## src/verilog/uwk_defines.svh

```systemverilog
`ifndef UWK_DEFINES_SVH
`define UWK_DEFINES_SVH
// register byte offsets
`define UWK_CTRL_OFS 8'h40
`define UWK_FLAGS_OFS 8'h44
`define UWK_COMP_OFS 8'h48
`define UWK_IRQ_EN_OFS 8'h4c
`define UWK_IRQ_CLR_OFS 8'h50
`define UWK_IRQ_STAT_OFS 8'h54
// wake source bit positions, shared by control and flag registers
`define UWK_BIT_CTS 0
`define UWK_BIT_DATA 1
`define UWK_BIT_THR 2
`define UWK_BIT_ADDR 3
`define UWK_BIT_TOUT 4
`define UWK_NSRC 5
`define UWK_COMP_W 16
// reset values
`define UWK_CTRL_RST 5'h00
`define UWK_FLAGS_RST 5'h00
`define UWK_COMP_RST 16'h0000
`define UWK_ADDR_W 8
`endif

```

## src/verilog/uwk_pkg.sv

```systemverilog
package uwk_pkg;
   typedef enum logic [1:0] {
      UWK_IDLE,
      UWK_COMP,
      UWK_GO
   } uwk_phase_t;

   typedef struct packed {
      logic [4:0] wake_en;
      logic [4:0] flags;
      logic [15:0] comp;
      logic [2:0] irq_en;
      logic [2:0] irq_stat;
      logic ack;
      logic [31:0] rdata;
      uwk_phase_t phase;
      logic [15:0] cnt;
      logic start_take;
      logic pd_prev;
   } uwk_state_t;

   typedef struct packed {
      logic cyc;
      logic stb;
      logic we;
      logic [3:0] sel;
      logic [7:0] adr;
      logic [31:0] dat;
   } uwk_wb_req_t;
endpackage

```

## src/verilog/uwk_wake_status.sv

```systemverilog
// Local design decision: register access over Wishbone.
`timescale 1ns/1ps
`include "uwk_defines.svh"
module uwk_wake_status (
   input wire logic clock_in,
   input wire logic sys_rst_in,
   input wire logic clk_en_in,
   input wire uwk_pkg::uwk_wb_req_t wb_req_in,
   output logic [31:0] wb_dat_out,
   output logic wb_ack_out,
   input wire logic power_down_in,
   input wire logic [4:0] wake_event_in,
   output logic wake_out,
   output logic start_bit_take_out,
   output logic comp_busy_out,
   output logic irq_out
);
   uwk_pkg::uwk_state_t s_q;
   uwk_pkg::uwk_state_t s_d;
   logic [4:0] wake_hit;
   logic acc;
   logic wr;
   logic [4:0] clr_mask;
   logic [2:0] irq_ev;
   logic [31:0] rd_mux;

   function automatic logic hit(input logic [7:0] a, input logic [7:0] ofs);
      hit = (a == ofs);
   endfunction

   // a source counts only while powered down and enabled
   genvar g;
   generate
      for (g = 0; g < `UWK_NSRC; g++) begin : g_src
         assign wake_hit[g] = power_down_in & s_q.wake_en[g] & wake_event_in[g];
      end
   endgenerate

   assign acc = wb_req_in.cyc & wb_req_in.stb & ~s_q.ack;
   assign wr = acc & wb_req_in.we & wb_req_in.sel[0];
   assign clr_mask = (wr && hit(wb_req_in.adr, `UWK_FLAGS_OFS)) ? wb_req_in.dat[4:0] : 5'h00;
   // events: any wake, start bit taken, compensation started
   // taken from state, not from s_d, so the next-state logic has no loop through irq_ev
   assign irq_ev[2] = (s_q.phase == uwk_pkg::UWK_IDLE) & wake_hit[`UWK_BIT_DATA]
                      & s_q.wake_en[`UWK_BIT_DATA];
   assign irq_ev[1] = (s_q.phase == uwk_pkg::UWK_GO);
   assign irq_ev[0] = |wake_hit;

   always_comb begin
      rd_mux = 32'h0000_0000;
      case (wb_req_in.adr)
         `UWK_CTRL_OFS: begin
            rd_mux = {27'h0, s_q.wake_en};
         end
         `UWK_FLAGS_OFS: begin
            rd_mux = {27'h0, s_q.flags};
         end
         `UWK_COMP_OFS: begin
            rd_mux = {16'h0, s_q.comp};
         end
         `UWK_IRQ_EN_OFS: begin
            rd_mux = {29'h0, s_q.irq_en};
         end
         `UWK_IRQ_STAT_OFS: begin
            rd_mux = {29'h0, s_q.irq_stat};
         end
         default: rd_mux = 32'h0000_0000;
      endcase
   end

   always_comb begin
      s_d = s_q;
      s_d.ack = acc;
      s_d.start_take = 1'b0;
      s_d.pd_prev = power_down_in;
      if (acc && !wb_req_in.we) begin
         s_d.rdata = rd_mux;
      end
      if (wr) begin
         if (hit(wb_req_in.adr, `UWK_CTRL_OFS)) begin
            s_d.wake_en = wb_req_in.dat[4:0];
         end
         if (hit(wb_req_in.adr, `UWK_COMP_OFS)) begin
            s_d.comp[7:0] = wb_req_in.dat[7:0];
         end
         if (hit(wb_req_in.adr, `UWK_IRQ_EN_OFS)) begin
            s_d.irq_en = wb_req_in.dat[2:0];
         end
      end
      if (acc && wb_req_in.we && wb_req_in.sel[1] && hit(wb_req_in.adr, `UWK_COMP_OFS)) begin
         s_d.comp[15:8] = wb_req_in.dat[15:8];
      end
      // set beats clear; zero bits in the write leave flags untouched
      s_d.flags = (s_q.flags & ~clr_mask) | wake_hit;
      case (s_q.phase)
         uwk_pkg::UWK_IDLE: begin
            if (wake_hit[`UWK_BIT_DATA]) begin
               // only reached when data wake is enabled
               if (s_q.comp == `UWK_COMP_RST) begin
                  s_d.phase = uwk_pkg::UWK_GO;
               end else begin
                  s_d.phase = uwk_pkg::UWK_COMP;
                  s_d.cnt = s_q.comp;
               end
            end
         end
         uwk_pkg::UWK_COMP: begin
            if (s_q.cnt == 16'h0001) begin
               s_d.phase = uwk_pkg::UWK_GO;
            end
            s_d.cnt = s_q.cnt - 16'h0001;
         end
         uwk_pkg::UWK_GO: begin
            s_d.start_take = 1'b1;
            s_d.phase = uwk_pkg::UWK_IDLE;
         end
         default: s_d.phase = uwk_pkg::UWK_IDLE;
      endcase
      s_d.irq_stat = s_q.irq_stat & ~((wr && hit(wb_req_in.adr, `UWK_IRQ_CLR_OFS))
                                      ? wb_req_in.dat[2:0] : 3'h0);
      s_d.irq_stat = s_d.irq_stat | irq_ev;
   end

   always_ff @(posedge clock_in) begin
      if (sys_rst_in) begin
         s_q <= '{wake_en: `UWK_CTRL_RST,
                  flags: `UWK_FLAGS_RST,
                  comp: `UWK_COMP_RST,
                  irq_en: 3'h0,
                  irq_stat: 3'h0,
                  ack: 1'b0,
                  rdata: 32'h0000_0000,
                  phase: uwk_pkg::UWK_IDLE,
                  cnt: 16'h0000,
                  start_take: 1'b0,
                  pd_prev: 1'b0};
      end else if (clk_en_in) begin
         s_q <= s_d;
      end
   end

   assign wb_dat_out = s_q.rdata;
   assign wb_ack_out = s_q.ack;
   assign wake_out = |wake_hit;
   assign start_bit_take_out = s_q.start_take;
   assign comp_busy_out = s_q.phase != uwk_pkg::UWK_IDLE;
   assign irq_out = |(s_q.irq_stat & s_q.irq_en);
endmodule // uwk_wake_status

```

## config.mk

```make
export PLATFORM = sky130hd
export DESIGN_NAME = uwk_wake_status
export DESIGN_NICKNAME = d
export VERILOG_FILES = /design/src/verilog/uwk_pkg.sv /design/src/verilog/uwk_wake_status.sv
export VERILOG_INCLUDE_DIRS = /design/src /design/src/verilog
export SDC_FILE = /design/constraint.sdc
export NUM_CORES = 1
export LEC_CHECK = 0
export ABC_AREA = 1
export BUFFER_PORTS_ARGS = -buffer_cell sky130_fd_sc_hd__buf_2
export CAP_MARGIN = 15
export CORE_ASPECT_RATIO = 0.6
export CORE_UTILIZATION = 45
export DETAILED_ROUTE_END_ITERATION = 10
export GPL_ROUTABILITY_DRIVEN = 0
export HOLD_SLACK_MARGIN = 0.05
export PLACE_DENSITY = 0.69
export SYNTH_ARGS = -nofsm -noshare
export SYNTH_HDL_FRONTEND = slang
export SYNTH_SLANG_ARGS = --single-unit
```

## constraint.sdc

```tcl
create_clock -name clock_in -period 1.9 [get_ports clock_in]
set_clock_uncertainty 0.2 [all_clocks]
set_input_delay 0.38 -clock clock_in [delete_from_list [all_inputs] [get_ports clock_in]]
set_output_delay 0.38 -clock clock_in [all_outputs]
set_load 0.01 [all_outputs]
```

==> results of run 1 <==
cells by family after synthesis:
group / count (synthesis) / share of synthesized area
AO/OA/AOI/OAI: 85 / 0.118
XOR/XNOR: 2 / 0.00462
adder cells (fa/ha/maj): 2 / 0.00660
buffers and inverters: 106 / 0.144
flip-flops: 68 / 0.359
other: 1 / 0.000990
AND/OR/NAND/NOR: 324 / 0.367
area by class of cell:
class | instances | area share
Sequential cell | 68 | 0.304
Multi-Input combinational cell | 429 | 0.434
Timing Repair Buffer | 83 | 0.112
Inverter | 56 | 0.0469
Tap cell | 108 | 0.0302
Clock inverter | 6 | 0.0193
Clock buffer | 10 | 0.0534
power by group through the flow:
stage	combinational, W	clock (W)	sequential, W
final	0.000171	0.00183	0.00143
after global routing	0.000189	0.00192	0.00143
after CTS	0.000168	0.00185	0.00143
after detailed placement	0.000167	0	0.00146
after global placement	0.000164	0	0.00146
after floorplan	0.000112	0	0.00146
final timing paths:
| path | from | slack [ns] | depth (start not counted) | end |
|---|---|---|---|---|
| worst max-delay path | s_q[65] | 0.13 | 9 | s_q[8] |
| worst min-delay path | wake_event_in[2] | 0.13 | 3 | s_q[77] |
| worst max register to register | s_q[65] | 0.13 | 9 | s_q[8] |
| worst min register to register | wb_dat_out[4] | 0.26 | 2 | wb_dat_out[4] |
Yosys cell counts (3+ instances only):
| master | n | area [µm²] |
|---|---|---|
| sky130_fd_sc_hd__nand2_1 | 135 | 507 |
| sky130_fd_sc_hd__nor2_1 | 96 | 360 |
| sky130_fd_sc_hd__buf_4 | 35 | 263 |
| sky130_fd_sc_hd__clkbuf_1 | 8 | 30.0 |
| sky130_fd_sc_hd__nor3_1 | 3 | 15.0 |
| sky130_fd_sc_hd__o21ai_0 | 32 | 160 |
| sky130_fd_sc_hd__dfxtp_1 | 68 | 1360 |
| sky130_fd_sc_hd__nand2_2 | 3 | 18.8 |
| sky130_fd_sc_hd__buf_2 | 6 | 30.0 |
| sky130_fd_sc_hd__nand4_1 | 14 | 87.6 |
| sky130_fd_sc_hd__nor2_2 | 7 | 43.8 |
| sky130_fd_sc_hd__a21oi_2 | 3 | 26.3 |
| sky130_fd_sc_hd__a21oi_1 | 47 | 235 |
| sky130_fd_sc_hd__nand3_1 | 60 | 300 |
| sky130_fd_sc_hd__inv_1 | 48 | 180 |
| sky130_fd_sc_hd__inv_2 | 6 | 22.5 |
stage by stage:
stage | setup WS (ns) | power, W
CTS | 0.119 | 0.00345
floorplan | 0.282 | 0.00157
global route | 0.0159 | 0.00354
finish | 0.133 | 0.00344
global placement | 0.0958 | 0.00163
detailed placement | 0.0614 | 0.00163
placed cells by master (no fill, tap or decap), types with 6 or more instances in the layout:
cell type and count:
sky130_fd_sc_hd__nand2_1 135, sky130_fd_sc_hd__nor2_1 95, sky130_fd_sc_hd__dfxtp_1 68, sky130_fd_sc_hd__nand3_1 60, sky130_fd_sc_hd__buf_2 58, sky130_fd_sc_hd__inv_1 48
sky130_fd_sc_hd__a21oi_1 47, sky130_fd_sc_hd__o21ai_0 31, sky130_fd_sc_hd__buf_4 23, sky130_fd_sc_hd__conb_1 16, sky130_fd_sc_hd__nand4_1 14, sky130_fd_sc_hd__clkbuf_16 9
sky130_fd_sc_hd__nor2_2 8, sky130_fd_sc_hd__inv_2 6
tightest hold or removal path, delay by kind of cell:
kind | cells | cell delay, ns
compound gates | 1 | 0.06
buf+inv | 1 | 0.10
simple gates | 1 | 0.08
sequential cells by signal (all words and copies together) (netlist names):
name / cells
wb_ack_out: 1
start_bit_take_out: 1
wb_dat_out: 16
s_q: 50
metal layers:
metal | GRT usage | vias up | part of all wire
met3 | 0.0836 | 11 | 0.10
met5 | 0 | - | 0
li1 | - | 1958 | -
met1 | 0.371 | 1731 | 0.50
met4 | 0.0754 | 0 | 0.011
met2 | 0.369 | 176 | 0.38
==> summary by stage, run 1 <==
Drt
The first TritonRoute pass finished after 6 iterations. Dividing the detail-routed wire length by the instance count gives 14.0 µm. The detailed-route via count is 3876. The number of nets still failing antenna checks after routing is 0.

The post-route DRC violation count is 0. The count of routing violations after the opening detailed-route iteration is 393. After detailed routing, the number of vias per cell comes to 5.10.

Summed over all layers, the routed wires come to 10.6 mm.

STA
The maximum clock frequency is 566 MHz. The final hold violation count is 0. The post-route setup TNS is 0 ns.

The share of the clock period used by the worst path is 0.930. The number of max-slew violations in the final report is 0. Hold timing on the final database bottoms out at a slack of 0.130 ns. After layout, the minimum clock period comes to 1.77 ns. Setup repair after global routing left no endpoint under its margin. Setup violations remaining at the end of the flow were counted as 0.

Finish
The footprint of the multi-input gates is 0.00194 mm². The number of antenna repair diodes is 0. The sequential cell area is 0.00136 mm².

The final cell count without fillers is 760. The final core utilization is 0.559. Of the cells placed in the final design, the portion with a size suffix greater than 1 is 0.192. At the end of the flow, the number of nets in the layout was 705. The final-layout fill cell count is 782. The area growth from synthesis to final layout is 18.2%.

After routing the design area is 0.00448 mm².

Logic synthesis
The number of register bits inferred by synthesis is 68. The cell count after synthesis came out at 588. Synthesis instantiated 28 different standard cells from the library. After synthesis the cells add up to 0.00379 mm². Of all flip-flops after synthesis, the portion carrying an async set or reset was 0. The per-instance average area after synthesis is 6.44 µm². For this run, the register share of the synthesized area comes to 0.359.

The number of warnings printed during yosys synthesis is 0. The primary flip-flop cell chosen by synthesis mapping is sky130_fd_sc_hd__dfxtp_1. The number of synthesized flops with an enable pin is 0.

Floorplanning
The die covers 0.00880 mm². The height of the chip is 73.1 µm. The number of primary I/O pins is 93. The initial utilization of the core area, before any placement, comes to 0.473. The horizontal die dimension is 120 µm. Row generation in the floorplan step produced 25 rows. The core region is 0.00801 mm².

Setup path
In this run the worst path has a maximum fanout of 24. The critical-path cell with the highest stage delay is sky130_fd_sc_hd__dfxtp_1. The biggest cell delay along the critical path is 0.36 ns. The critical path is of the reg -> reg type. The critical path contains buffers and inverters numbering 2 combined. For the worst setup path, the data arrival time is 1.79 ns.

The type of element capturing the critical path is a register. The worst path required time is 1.93 ns. The kind of cell adding the most delay to the critical path is simple AND/OR/NAND/NOR gates. The signal on the critical path passes through nor2_1 > nand2_1 > nor2_1 > nand3_1 > nand2_2 > buf_12 > inv_2 > o21ai_0 > nor2_1.

The kind of launch point of the worst setup path is a register. In this design, the critical path's most frequently occurring cell is sky130_fd_sc_hd__nor2_1.

Global routing
The via count of the first global-routing pass is 3479. The initial antenna violation count came to 0. Entering global routing, the biggest net connects 33 pins.

Summed over all layers, the global routing overflow is 0. For this run, the total global-route usage over all layers was measured as 0.259. The first-pass GRT wire length is 17.3 mm.

Placed design
The placed instances occupy a cell area of 0.00415 mm². Input and output buffers added on the ports amount to 58. The instance count after placement with tap cells included is 744. The placed wire-length estimate is 7.87 mm.

Clock tree
The clock tree root driver cell is sky130_fd_sc_hd__clkbuf_16. The clock transition at the registers of the reported paths is 0.06 ns. The clock latency on the worst-skew pair is 0.34 ns. TritonCTS built the clock tree. The number of H-tree levels is 3.

The total CTS buffers is 9. The maximum buffer depth of the clock tree is 2. The post-CTS setup repair buffer count is 0. CTS saw 68 sinks. The post-cts resize count is 0.

The hold buffer count at CTS is 0.

Power
Of the total power, registers draw 0.416. Of the total power, the clock network draws 0.534. The total power density per cell area is 767 mW/mm². The internal power is 0.00267 W. VDD sags by at most 0.490 mV. Of the total power, the share spent switching nets is 0.222. The reported leakage power is 2.12 nW. Of the total power, combinational logic draws 0.050. Summed over all nets, the switching power comes to 0.000764 W.

Status
The run finished with clean final reports.

Worst hold path
The path class of the tightest hold or removal check is in -> reg.

Job
The number of violations of the max-capacitance limit is 0.
Note: power is estimated with default switching activity, not from simulation.
==> run 2: changes to the inputs <==
- clock period: 1.9 -> 1.7 ns (I/O delays scaled with it)
==> run 2 against run 1 <==
Against the previous run:
- combinational power rose by 15%
- largest power group unchanged
- final cell count rose by 3.7%
- utilization rose by 4.3 points
- sequential power rose by 12%
- critical path depth fell by 5
- power rose by 11%
- global-route usage rose by 0.33 points
==> summary by stage, run 2 (synthesis results as in run 1) <==
Status
The run finished with clean final reports.

Finish
Ranked by flip-flop count, first place goes to s_q. The flip-flop count of the largest register, all copies and words added is 50 (unchanged). The number of antenna repair diodes is 0 (unchanged). The final-stage net count came to 733 (+4.0%).

The area growth from synthesis to final layout is 27.2%. Leaving out fill and tap cells, the most frequent cells in the layout are sky130_fd_sc_hd__nand2_1, sky130_fd_sc_hd__nor2_1, sky130_fd_sc_hd__dfxtp_1. The library cell used most frequently in the layout, excluding fill and tap cells, is sky130_fd_sc_hd__nand2_1. The share of post-route cells with drive strength above 1 is 0.262 (+0.0700). The final core utilization is 0.602 (+0.0425). The final non-filler cell area is 0.00482 mm² (+7.6%).

Setup path
The worst path required time is 1.16 ns (-0.77 ns). The worst path arrival time was 1.15 ns (-0.64 ns). Tracing the worst setup path back leads to its startpoint at s_q[81]. The largest driver fanout on the critical path is 3 (-88%). The startpoint identified for the worst register-to-register timing path is s_q[2]. The worst setup path is captured at an output pin. The start-to-end type of the worst setup path is reg -> out. The kind of launch point of the worst setup path is a register.

Global routing
The largest net degree at the start of global routing came to 37 (+12%). The initial antenna violation count is 0 (unchanged). The first-pass GRT wire length is 17.6 mm (+2.0%). The total track usage came to 0.263 (+0.00330).

The via count of the first global-routing pass came to 3594 (+3.3%). The overflow left after global routing is 0 (unchanged).

STA
The number of max-slew violations in the final report came to 0 (unchanged). Setup repair after global routing could not meet its margin everywhere. The worst hold slack came to 0.0834 ns (-0.0470 ns).

In the finished design, the share of the clock period the worst path needs comes to 0.993. The final hold violation count was 0 (unchanged). The post-route setup TNS is 0 ns (unchanged).

The worst path in the final design needs a cycle of 1.69 ns, including I/O delays and setup. The final setup violation count was 0 (unchanged). Timing would allow up to 592 MHz.

Floorplanning
The height of the chip is 73.1 µm (unchanged). The number of primary I/O pins is 93 (unchanged). The effective utilization at floorplan is 0.473 (unchanged). The number of rows created at floorplan is 25 (unchanged). The horizontal die dimension is 120 µm (unchanged). The area of the core is 0.00801 mm² (unchanged). The die area was 0.00880 mm² (unchanged).

Power
The worst vdd rail ir drop is 0.374 mV (-24%). The total power density per cell area was 791 mW/mm² (+3.1%). The reported leakage power is 2.33 nW (+10%).

Job
The number of violations of the max-capacitance limit is 0 (unchanged).

Drt
The via density per instance is 5.13 (+0.58%). The post-route DRC violation count is 0 (unchanged). The post-detailed-routing wire length was 11.0 mm (+3.7%). The mean routed wirelength per cell came to 14.0 µm (about the same).

The number of nets still failing antenna checks after routing is 0 (unchanged). The detailed-route via count is 4042 (+4.3%). The count of routing violations after the opening detailed-route iteration is 366 (-6.9%).

The first-pass detailed-route iteration total is 5 (-1).

Clock tree
The total clock sinks is 68 (unchanged). The clock latency on the worst-skew pair is 0.34 ns (about the same). TritonCTS built the clock tree. The maximum buffer depth of the clock tree came to 2 (unchanged). The clock tree root driver cell is sky130_fd_sc_hd__clkbuf_16.

The number of H-tree levels was 3 (unchanged). The clock transition at the registers of the reported paths is 0.06 ns (about the same). The total CTS buffers is 9 (unchanged).

Placed design
The number of input and output port buffers inserted came to 58 (unchanged). The placed wire-length estimate is 8.01 mm (+1.8%). The placed standard-cell area is 0.00430 mm² (+3.6%).

Worst hold path
In this run the worst hold path is classified as in -> reg. In this run the most critical hold path is launched from wb_req_in[5].
run 2: layer usage:
layer | vias up | wire (µm) | share of wire | GRT usage
met4 | 0 | 146 | 0.013 | 0.0727
met3 | 23 | 1180 | 0.11 | 0.0945
met2 | 196 | 4440 | 0.40 | 0.374
met5 | - | 0 | 0 | 0
li1 | 2015 | - | - | -
met1 | 1808 | 5270 | 0.48 | 0.371
run 2: where the power goes:
part	internal, W	leakage [nW]	switching, W
combinational	0.0000669	1.63	0.000129
clock	0.00132	0.153	0.000694
sequential	0.00160	0.550	0.00000168
run 2: critical path, cell delays in order, from the launching register on:
cell and delay [ns]:
sky130_fd_sc_hd__dfxtp_2 0.33, sky130_fd_sc_hd__nand3_4 0.07, sky130_fd_sc_hd__nand3_2 0.07, sky130_fd_sc_hd__nand3b_1 0.18, sky130_fd_sc_hd__buf_2 0.16
run 2: area by class of cell:
class / instances / area [µm²]
fillers: 778 / 3190
multi-input cells: 429 / 2070
flip-flops and latches: 68 / 1370
repair buffers: 111 / 717
clock buffers: 12 / 246
inverters: 56 / 213
well taps: 108 / 135
clock inverters: 4 / 72.6
run 2: path summary, 6_finish.rpt:
path,endpoint,slack (ns),cells past startpoint
setup reg to reg,s_q[10],0.06,9
hold reg to reg,wb_dat_out[14],0.26,2
setup / recovery,wake_out,0.01,4
hold / removal,s_q[64],0.08,3
run 2: what timing repair did:
| item | 4_1_cts | 5_1_grt |
|---|---|---|
| hold buffers | 0 | 0 |
| resized for setup | 4 | 46 |
| hold endpoints to repair | 0 | 0 |
| endpoints found under the setup margin | 3 | 31 |
| pin swaps | 0 | 8 |
| cloned | 0 | 0 |
| setup buffers | 6 | 3 |
run 2: per-stage QoR:
stage / total power (W) / instances / setup WS, ns
2_1_floorplan: 0.00176 / 603 / 0.115
3_3_place_gp: 0.00182 / 764 / -0.0393
3_5_place_dp: 0.00182 / 764 / -0.129
4_1_cts: 0.00382 / 785 / 0.00650
5_1_grt: 0.00393 / 788 / -0.0409
6_report: 0.00381 / 788 / 0.0120
==> run 3: changes to the inputs <==
- CTS_BUF_LIST: not set -> sky130_fd_sc_hd__clkbuf_4
==> run 3 against run 2 <==
Against the previous run:
- fmax fell by 5.9%
- worst setup slack got worse by 0.11 ns
- register-to-register slack got worse by 0.08 ns
- hold slack got worse by 0.010 ns
- combinational power rose by 19%
- the flow now finishes with violations (setup timing)
- die area did not move
==> summary by stage, run 3 (synthesis results as in run 1) <==
Setup path
The worst path required time came to 1.16 ns (about the same). The critical path goes through nand3_4 > nand3_2 > nand3b_1 > buf_2. The start-to-end type of the worst setup path is reg -> out. The worst path arrival time came to 1.25 ns (+0.10 ns).

The type of element capturing the critical path is an output pin. The critical path buffer and inverter count is 1 (unchanged). The worst setup path is launched from a register.

The critical-path cell with the highest stage delay is sky130_fd_sc_hd__dfxtp_2. The biggest cell delay along the critical path was 0.36 ns (+0.03 ns). The kind of cell adding the most delay to the critical path is flip-flops. The largest driver fanout on the critical path is 3 (unchanged).

Drt
The highest metal layer carrying signal wires in the routed design is met4. The post-route DRC violation count is 0 (unchanged). The length of routed met2 wiring is 4.87 mm (+9.7%).

The number of nets still failing antenna checks after routing was 0 (unchanged). The count of routing violations after the opening detailed-route iteration is 349 (-4.6%). The post-detailed-routing wire length is 11.8 mm (+6.5%).

The via density per instance is 5.17 (+0.87%). The detailed-route via count is 4222 (+4.5%). The mean routed wirelength per cell is 14.4 µm (+2.8%). The wire length on met1 is 5.35 mm (+1.5%). The met3 wirelength from detailed routing is 1.32 mm (+12%).

The first-pass detailed-route iteration total is 5 (unchanged).

Job
The number of violations of the max-capacitance limit is 0 (unchanged).

Placed design
The placed wire-length estimate was 8.01 mm (unchanged). The number of input and output port buffers inserted is 58 (unchanged).

Floorplanning
The number of rows created at floorplan is 25 (unchanged). The die area is 0.00880 mm² (unchanged). The horizontal die dimension is 120 µm (unchanged). The number of primary I/O pins came to 93 (unchanged). The effective utilization at floorplan is 0.473 (unchanged).

The height of the chip is 73.1 µm (unchanged). The area of the core is 0.00801 mm² (unchanged).

Global routing
The total track usage is 0.273 (+0.0103). The overflow left after global routing came to 0 (unchanged). The via count of the first global-routing pass is 3782 (+5.2%). The first-pass GRT wire length is 18.2 mm (+3.3%). The largest net degree at the start of global routing was 37 (unchanged). The initial antenna violation count is 0 (unchanged).

STA
The share of the clock period used by the worst path is 1.06 (+0.0628). The final setup violation count was 4 (+4). The maximum clock frequency is 557 MHz (-5.9%). Setup repair after global routing could not meet its margin everywhere. The number of max-slew violations in the final report is 0 (unchanged). The final worst-path setup slack is -0.0947 ns (-0.107 ns). The shortest period the worst path allows is 1.79 ns (+0.107 ns).

The final hold violation count is 0 (unchanged).

Finish
s_q holds more flip-flops than any other register. In the layout the commonest cells are sky130_fd_sc_hd__nand2_1, sky130_fd_sc_hd__nor2_1, sky130_fd_sc_hd__buf_2. The area growth from synthesis to layout is 33.1%.

The final core utilization is 0.630 (+0.0277). The flip-flop count of the largest register, all copies and words added came to 50 (unchanged). The number of antenna repair diodes is 0 (unchanged). The share of post-route cells with drive strength above 1 is 0.291 (+0.0292).

The final-stage net count is 761 (+3.8%). The most common cell after layout, fill and taps aside is sky130_fd_sc_hd__nand2_1.

Power
The reported leakage power is 2.42 nW (+3.6%). The post-route total power is 0.00305 W (-20%). The total power density per cell area is 606 mW/mm² (-23%).

The worst vdd rail ir drop was 0.436 mV (+17%).

Clock tree
The clock transition at the registers of the reported paths is 0.13 ns (+0.07 ns). The clock latency on the worst-skew pair is 0.44 ns (+0.10 ns). The number of H-tree levels was 3 (unchanged). The maximum buffer depth of the clock tree is 2 (unchanged).

The total CTS buffers is 9 (unchanged). TritonCTS built the clock tree. The cell sitting at the root of the clock tree is a sky130_fd_sc_hd__clkbuf_4. The total clock sinks came to 68 (unchanged).

Status
The run finished, with violations left. The checks that failed: setup timing.

Worst hold path
The path class of the tightest hold or removal check is in -> reg.
-- run 3: cell types whose count changed in the layout (fill, tap and decap cells not counted), sizes merged --
cell,previous run,this run
dlygate4sd3,0,18
buf,111,120
clkinv,3,4
-- run 3: area by class of cell --
| cell class | instances | area, µm² |
|---|---|---|
| clock inverter | 5 | 76.3 |
| inverter | 56 | 215 |
| clock buffer | 11 | 82.6 |
| tap | 108 | 135 |
| multi-input combinational | 429 | 2150 |
| timing repair buffer | 139 | 1010 |
| fill | 720 | 2970 |
| sequential | 68 | 1380 |
-- run 3: per-layer routing --
metal	vias up	track usage
li1	2081	-
met1	1898	0.369
met2	218	0.397
met3	25	0.108
met4	0	0.0878
met5	-	0
-- run 3: per-stage QoR --
stage / instances / hold WS (ns) / setup WS, ns / TNS, ns / instance area (µm²)
6_report: 816 / 0.0733 / -0.0947 / -0.141 / 5040
5_1_grt: 816 / 0.0727 / -0.148 / -0.518 / 5040
4_1_cts: 811 / 0.0504 / -0.110 / -0.119 / 4770
3_5_place_dp: 764 / 0.255 / -0.129 / -1.42 / 4300
3_3_place_gp: 764 / 0.249 / -0.0393 / -0.250 / 4300
2_1_floorplan: 603 / 0.239 / 0.115 / 0 / 3840
-- run 3: worst min-delay path, delay by kind of cell --
| kind | cells | cell delay (ns) |
|---|---|---|
| buffers and inverters | 2 | 0.14 |
| AND/OR/NAND/NOR | 2 | 0.15 |
| AO/OA/AOI/OAI | 1 | 0.04 |
-- run 3: power breakdown --
part	internal [W]	switching [W]
clock network	0.000623	0.000603
registers	0.00159	0.00000170
logic	0.0000944	0.000139
-- run 3: what timing repair did --
action,in CTS,in global routing
endpoints found under the setup margin,4,36
buffers inserted,14,5
gates cloned,0,1
pin swaps,1,12
hold buffers,18,0
resized for setup,13,68
hold endpoints to repair,27,0
-- run 3: path summary, 6_finish.rpt --
kind         slack (ns)  depth (start not counted)      startpoint              to
max reg2reg       -0.02                         10         s_q[81]          s_q[9]
max               -0.09                          4         s_q[81]        wake_out
min reg2reg        0.27                          2  wb_dat_out[14]  wb_dat_out[14]
min                0.07                          5   wb_req_in[11]         s_q[70]
